File: config.mk
export PLATFORM = sky130hd
export DESIGN_NAME = cms_channel_map
export DESIGN_NICKNAME = d
export VERILOG_FILES = /design/src/rtl/cms_pkg.sv /design/src/rtl/cms_channel_map.sv /design/src/rtl/cms_next_channel.sv
export SDC_FILE = /design/constraint.sdc
export NUM_CORES = 1
export LEC_CHECK = 0
export BUFFER_PORTS_ARGS = -buffer_cell sky130_fd_sc_hd__buf_4
export CAP_MARGIN = 20
export CELL_PAD_IN_SITES_DETAIL_PLACEMENT = 1
export CELL_PAD_IN_SITES_GLOBAL_PLACEMENT = 1
export CORE_AREA = 8 8 80 82
export DETAILED_ROUTE_END_ITERATION = 7
export DIE_AREA = 0 0 88 90
export PLACE_DENSITY = 0.9
export SLEW_MARGIN = 20
export SYNTH_ARGS = -nofsm -noshare
export SYNTH_HDL_FRONTEND = slang
export SYNTH_SLANG_ARGS = --single-unit
File: constraint.sdc
create_clock -name pclk -period 4.43 [get_ports pclk]
set_clock_uncertainty 0.05 [all_clocks]
set_input_delay 0.2215 -clock pclk [delete_from_list [all_inputs] [get_ports pclk]]
set_output_delay 0.2215 -clock pclk [all_outputs]
set_load 0.01 [all_outputs]
File: src/rtl/cms_pkg.sv
// constants for the channel-two map register block
package cms_pkg;
	localparam int          NUM_CHANNELS  = 4;
	localparam logic [7:0]  MAP_INDEX     = 8'h12;
	localparam logic [7:0]  MAP_ADDR      = 8'(MAP_INDEX * 4);
	localparam logic [15:0] MAP_RESET     = 16'h0001;
	localparam logic [15:0] MAP_WMASK     = 16'hb3ff;
	localparam int          EN_BIT        = 15;
	localparam int          RSV_BIT       = 14;
	localparam int          SETUP_HI      = 13;
	localparam int          SETUP_LO      = 12;
	localparam int          RSV_HI        = 11;
	localparam int          RSV_LO        = 10;
	localparam int          POS_HI        = 9;
	localparam int          POS_LO        = 5;
	localparam int          NEG_HI        = 4;
	localparam int          NEG_LO        = 0;
	localparam logic [1:0]  THIS_CHANNEL  = 2'h2;
	localparam logic [1:0]  SETUP_RESET   = 2'h0;
	localparam logic [4:0]  POS_RESET     = 5'h00;
	localparam logic [4:0]  NEG_RESET     = 5'h01;
	localparam logic [4:0]  INPUT_LAST    = 5'h04;
	localparam logic [4:0]  POS_REF_CODE  = 5'h15;
	localparam logic [4:0]  NEG_REF_CODE  = 5'h16;
	localparam logic [31:0] RDATA_IDLE    = 32'h00000000;
endpackage
File: src/rtl/cms_channel_map.sv
// channel-two map register with apb access and channel sequencing
// *****************************************************************
// Functional notes
// - the channel-two map is a 16-bit register at index 0x12 that resets to 0x0001.
// - bit 15 enables channel two for conversion and resets to 0.
// - with two or more channels enabled the converter steps through them on its own.
// - bits 13:12 choose setup 0 to 3 for channel two and reset to 00.
// - while channel two converts its chosen setup is applied as one group of four registers.
// - bits 9:5 route an input to the positive input, codes 0 to 4 or 10101, reset input 0.
// - bits 4:0 route an input to the negative input, adding 10110, reset to 00001.
// *****************************************************************
`timescale 1ns/1ps
module cms_channel_map (
	// clock and reset
	input  wire logic        pclk,
	input  wire logic        presetn,
	// apb slave
	input  wire logic        psel,
	input  wire logic        penable,
	input  wire logic        pwrite,
	input  wire logic [7:0]  paddr,
	input  wire logic [31:0] pwdata,
	output logic      [31:0] prdata,
	output logic             pready,
	output logic             pslverr,
	// sequencer side
	input  wire logic [3:0]  other_channel_enables,
	input  wire logic        conversion_done,
	output logic      [1:0]  active_channel,
	output logic             converting,
	output logic             channel_two_active,
	output logic      [1:0]  applied_setup,
	// channel-two fields
	output logic             channel_two_enable,
	output logic      [1:0]  channel_two_setup_choice,
	output logic      [4:0]  channel_two_positive_input_select,
	output logic      [4:0]  channel_two_negative_input_select
);
	// *************************************************************
	// state
	// *************************************************************
	typedef struct packed {
		logic        en;
		logic [1:0]  setup;
		logic [4:0]  pos;
		logic [4:0]  neg;
		logic        ready;
		logic        err;
		logic [31:0] rdata;
		logic [1:0]  chan;
		logic        conv;
		logic        two_act;
		logic [1:0]  applied;
	} cms_state_s;

	cms_state_s state_reg;
	cms_state_s state_next;
	logic [15:0] map_value;
	logic [3:0]  all_enables;
	logic [3:0]  enables_next;
	logic [1:0]  seq_next;
	logic        hit;
	logic        access;
	logic        do_write;

	// reserved bits read as zero
	assign map_value = {state_reg.en, 1'b0, state_reg.setup, 2'b00,
		state_reg.pos, state_reg.neg};
	assign hit = (paddr == cms_pkg::MAP_ADDR);
	assign access = psel && penable && state_reg.ready;
	assign do_write = access && pwrite && hit;
	assign all_enables = {other_channel_enables[3], state_reg.en,
		other_channel_enables[1:0]};
	// enable mask after this edge, kept out of the next-state process
	assign enables_next = {other_channel_enables[3],
		(do_write ? pwdata[cms_pkg::EN_BIT] : state_reg.en),
		other_channel_enables[1:0]};

	cms_next_channel #(
		.N (cms_pkg::NUM_CHANNELS)
	) cms_next_channel_i (
		.enables      (enables_next),
		.current      (state_reg.chan),
		.next_channel (seq_next)
	);

	// *************************************************************
	// next-state logic
	// *************************************************************
	always_comb begin
		logic [15:0] wval;
		wval = pwdata[15:0] & cms_pkg::MAP_WMASK;
		state_next = state_reg;
		// one wait state: ready rises in the second access cycle
		state_next.ready = psel && penable && !state_reg.ready;
		state_next.err = psel && penable && !state_reg.ready && !hit;
		state_next.rdata = cms_pkg::RDATA_IDLE;
		if (psel && penable && !state_reg.ready && !pwrite && hit) begin
			state_next.rdata = {16'h0000, map_value};
		end
		if (do_write) begin
			state_next.en = wval[cms_pkg::EN_BIT];
			state_next.setup = wval[cms_pkg::SETUP_HI:cms_pkg::SETUP_LO];
			state_next.pos = wval[cms_pkg::POS_HI:cms_pkg::POS_LO];
			state_next.neg = wval[cms_pkg::NEG_HI:cms_pkg::NEG_LO];
		end
		// step on each finished conversion, or leave a channel now disabled
		if (conversion_done || !enables_next[state_reg.chan]) begin
			state_next.chan = seq_next;
		end
		state_next.conv = |enables_next;
		state_next.two_act = state_next.en && (state_next.chan == cms_pkg::THIS_CHANNEL);
		if (state_next.two_act) begin
			state_next.applied = state_next.setup;
		end
	end

	// *************************************************************
	// registers
	// *************************************************************
	always_ff @(posedge pclk or negedge presetn) begin
		if (!presetn) begin
			state_reg.en <= cms_pkg::MAP_RESET[cms_pkg::EN_BIT];
			state_reg.setup <= cms_pkg::SETUP_RESET;
			state_reg.pos <= cms_pkg::POS_RESET;
			state_reg.neg <= cms_pkg::NEG_RESET;
			state_reg.ready <= 1'b0;
			state_reg.err <= 1'b0;
			state_reg.rdata <= cms_pkg::RDATA_IDLE;
			state_reg.chan <= 2'h0;
			state_reg.conv <= 1'b0;
			state_reg.two_act <= 1'b0;
			state_reg.applied <= cms_pkg::SETUP_RESET;
		end else begin
			state_reg <= state_next;
		end
	end

	assign prdata = state_reg.rdata;
	assign pready = state_reg.ready;
	assign pslverr = state_reg.err;
	assign active_channel = state_reg.chan;
	assign converting = state_reg.conv;
	assign channel_two_active = state_reg.two_act;
	assign applied_setup = state_reg.applied;
	assign channel_two_enable = state_reg.en;
	assign channel_two_setup_choice = state_reg.setup;
	assign channel_two_positive_input_select = state_reg.pos;
	assign channel_two_negative_input_select = state_reg.neg;
endmodule

File: src/rtl/cms_next_channel.sv
// picks the next enabled channel after the current one, wrapping around
`timescale 1ns/1ps
module cms_next_channel #(
	parameter int N = 4
) (
	// channel state
	input  wire logic [N-1:0]         enables,
	input  wire logic [$clog2(N)-1:0] current,
	// result
	output logic      [$clog2(N)-1:0] next_channel
);
	always_comb begin
		logic [$clog2(N)-1:0] cand;
		logic                 found;
		cand = current;
		found = 1'b0;
		next_channel = current;
		for (int i = 1; i <= N; i++) begin
			cand = current + ($clog2(N))'(i);
			if (!found && enables[cand]) begin
				next_channel = cand;
				found = 1'b1;
			end
		end
	end
endmodule

==> results.ini <==
[run_status]
status=completed

[pwr]
peakVddDrop_mv=0.135
p_total_uw=744
powerDensity_nw_per_um2=337
p_leak_nw=1.18

[sta]
hold_viol=0
maxSlewViolCount=0
tns_ps=0
setup_ws_ps=1620
setup_viol=0
max_slew_margin=0.642
tightest_slew_ps=533
rsz0062_at_grt=no
period_needed_ps=2810
fmax_mhz=356
post-route-period-util=0.634

[clock_network]
cts_tree=yes
root_buffer=clkbuf_8
h-tree-depth=2
ctsResizeCount=0
cts_buffer_depth=2
clock-sinks=34
post_cts_buffers=0
path_clk_slew_ps=70
hold_buffers=1
clk_latency_ps=280
cts_made_buffers=5

[layout]
layout-drive-gt1-share=0.443
seq_area_sq_um=852
fin_cells=282
syn_to_final_growth_pct=34.8
fin_area_sq_um=2210
layout.nets=259
multi_input_area_sq_um=676
num_antenna_cells=0
fillers=595

[drt]
wl_per_cell_um=15.2
vias_per_cell=4.45
drcViolationCount=0
firstDrtPassIters=5
drt_iter0_drc=56
vias=1254
drt-total-wl_um=4290
ant_nets=0

[worst_setup_path]
crit_fanout=4
crit_path_start_kind=primary input
crit_path_end_kind=flop
path_cells=buf_4 -> or4b_4 -> or4_4 -> a311oi_2 -> nor2b_1 -> a2111o_1 -> a221o_2 -> mux2_1
path_delay_family=simple AND/OR/NAND/NOR gates
crit_arrival_ps=2910
critPathBufInv=1
critPathKind=in2reg
crit_slowest_cell=or4_4
cp.required_ps=4540
regToRegSetupSlack_ps=1760
critical_path.max_stage_delay_ps=560

[floorplan]
die-height_um=90
die_area_sq_um=7920
fp.dieW_um=88
coreArea_sq_um=5240
ios=103
initial_utilization=0.313
rows=27

[worst_hold_path]
hold_path_class=in2reg

[logic_synthesis]
yosysWarnings=0
syn_area_sq_um=1640
syn_area_per_cell_sq_um=11.4
yosysUniqueCellTypes=40
synthCells=144
yosysSeqAreaShare=0.519
ys_ff_latch=34

[grt]
grt_max_degree=35
grt_use_total=0.105
grt_pass1_wl_um=6570
antenna_found_initial=0
grt_pass1_vias=1341
grt-ovfl-total=0

[placed_design]
gp_congestion=0.877
pre_cts_slack_ps=1340
port_buffers=63
dp.cells=273
place_area_sq_um=2110
dpl.hpwl_um=3360

[run]
maxCapViolCount=0

[metal layers]
metal  vias up  GRT usage  wire length (um)
met5         -          0                 0
met4         0     0.0430                66
met3         5     0.0419               337
met2        52      0.177              2110
met1       607      0.113              1780
li1        590          -                 -
[cell type report]
type,instances,share of cell area
inverter,5,0.00849
timing repair buffer,64,0.218
tap,72,0.0407
sequential,34,0.385
clock inverter,1,0.00226
clock buffer,7,0.0390
multi-input combinational,99,0.306
[sequential cells by signal (all words and copies together) (netlist names)]
name and flops:
channel_two_setup_choice 2, active_channel 2, pready 1, channel_two_positive_input_select 5, pslverr 1, applied_setup 2, prdata 13, channel_two_negative_input_select 5
channel_two_active 1, converting 1, channel_two_enable 1
[worst paths after layout]
| path | startpoint | to | depth (start not counted) |
|---|---|---|---|
| setup / recovery | paddr[5] | applied_setup[1] | 8 |
| hold / removal | pwdata[8] | channel_two_positive_input_select[3] | 2 |
| setup reg to reg | pready | applied_setup[1] | 7 |
| hold reg to reg | pready | pready | 1 |
| max in group asynchronous | presetn | channel_two_negative_input_select[0] | 2 |
| min in group asynchronous | presetn | prdata[0] | 2 |
[kinds of logic (layout without fill, tap and decap cells)]
group | count (synthesis) | after routing | share of synthesized area
DFF | 34 | 34 | 0.519
and+or+nand+nor | 41 | 41 | 0.149
muxes | 16 | 16 | 0.109
AOI/OAI and AO/OA | 23 | 23 | 0.111
other | 1 | 19 | 0.00229
buffers and inverters | 29 | 77 | 0.110
[synth_stat cells]
library cell	count	area, sq um
or4_4	1	11.3
o22a_1	1	8.76
nor2_1	8	30.0
nand2_1	7	26.3
dfrtp_1	33	826
o31ai_1	2	15.0
a21o_1	2	15.0
or3b_2	1	8.76
a221o_2	1	11.3
o21bai_2	1	11.3
or3_2	1	7.51
dfstp_2	1	26.3
mux2i_1	1	10.0
a21oi_1	2	10.0
o2111ai_1	1	8.76
inv_1	5	18.8
clkbuf_1	5	18.8
a31oi_1	1	6.26
and3b_1	1	8.76
or2_2	1	6.26
o22ai_1	1	6.26
or4b_4	2	27.5
and2_1	13	81.3
a22oi_1	1	7.51
conb_1	1	3.75
mux2_1	2	22.5
and3_1	1	6.26
a41oi_1	1	8.76
o32ai_1	1	8.76
mux2_2	13	146
nor3_1	1	5.00
nor4_1	1	6.26
a2bb2oi_1	1	8.76
a311oi_2	1	15.0
buf_4	19	143
a2111oi_0	1	8.76
o21ai_0	4	20.0
nand4_1	1	6.26
a2111o_1	1	11.3
nor2b_1	2	12.5
[through the flow]
| step | hold WS, ps | utilization |
|---|---|---|
| final | 116 | 0.422 |
| after CTS | 111 | 0.422 |
| after detailed placement | 140 | 0.403 |
| after global routing | 106 | 0.422 |
| after global placement | 138 | 0.403 |
| after floorplan | -124 | - |
[placed cells by master, fill, tap and decap left out, drive strengths merged, types with 2 or more instances in the layout]
cell type / Yosys / layout
a21o: 2 / 2
o21ai: 4 / 4
dfrtp: 33 / 33
inv: 5 / 5
or4b: 2 / 2
o31ai: 2 / 2
conb: 1 / 19
nor2b: 2 / 2
and2: 13 / 13
a21oi: 2 / 2
nor2: 8 / 8
nand2: 7 / 7
clkbuf: 5 / 7
buf: 19 / 63
mux2: 15 / 15
[where the power goes]
| part | switching [mW] | leakage (nW) | total [mW] | internal, mW |
|---|---|---|---|---|
| combinational | 0.0801 | 0.669 | 0.162 | 0.0823 |
| sequential | 0.0312 | 0.461 | 0.352 | 0.320 |
| clock | 0.105 | 0.0482 | 0.230 | 0.125 |
| total | 0.216 | 1.18 | 0.744 | 0.528 |
(Power assumes the default switching activity.)
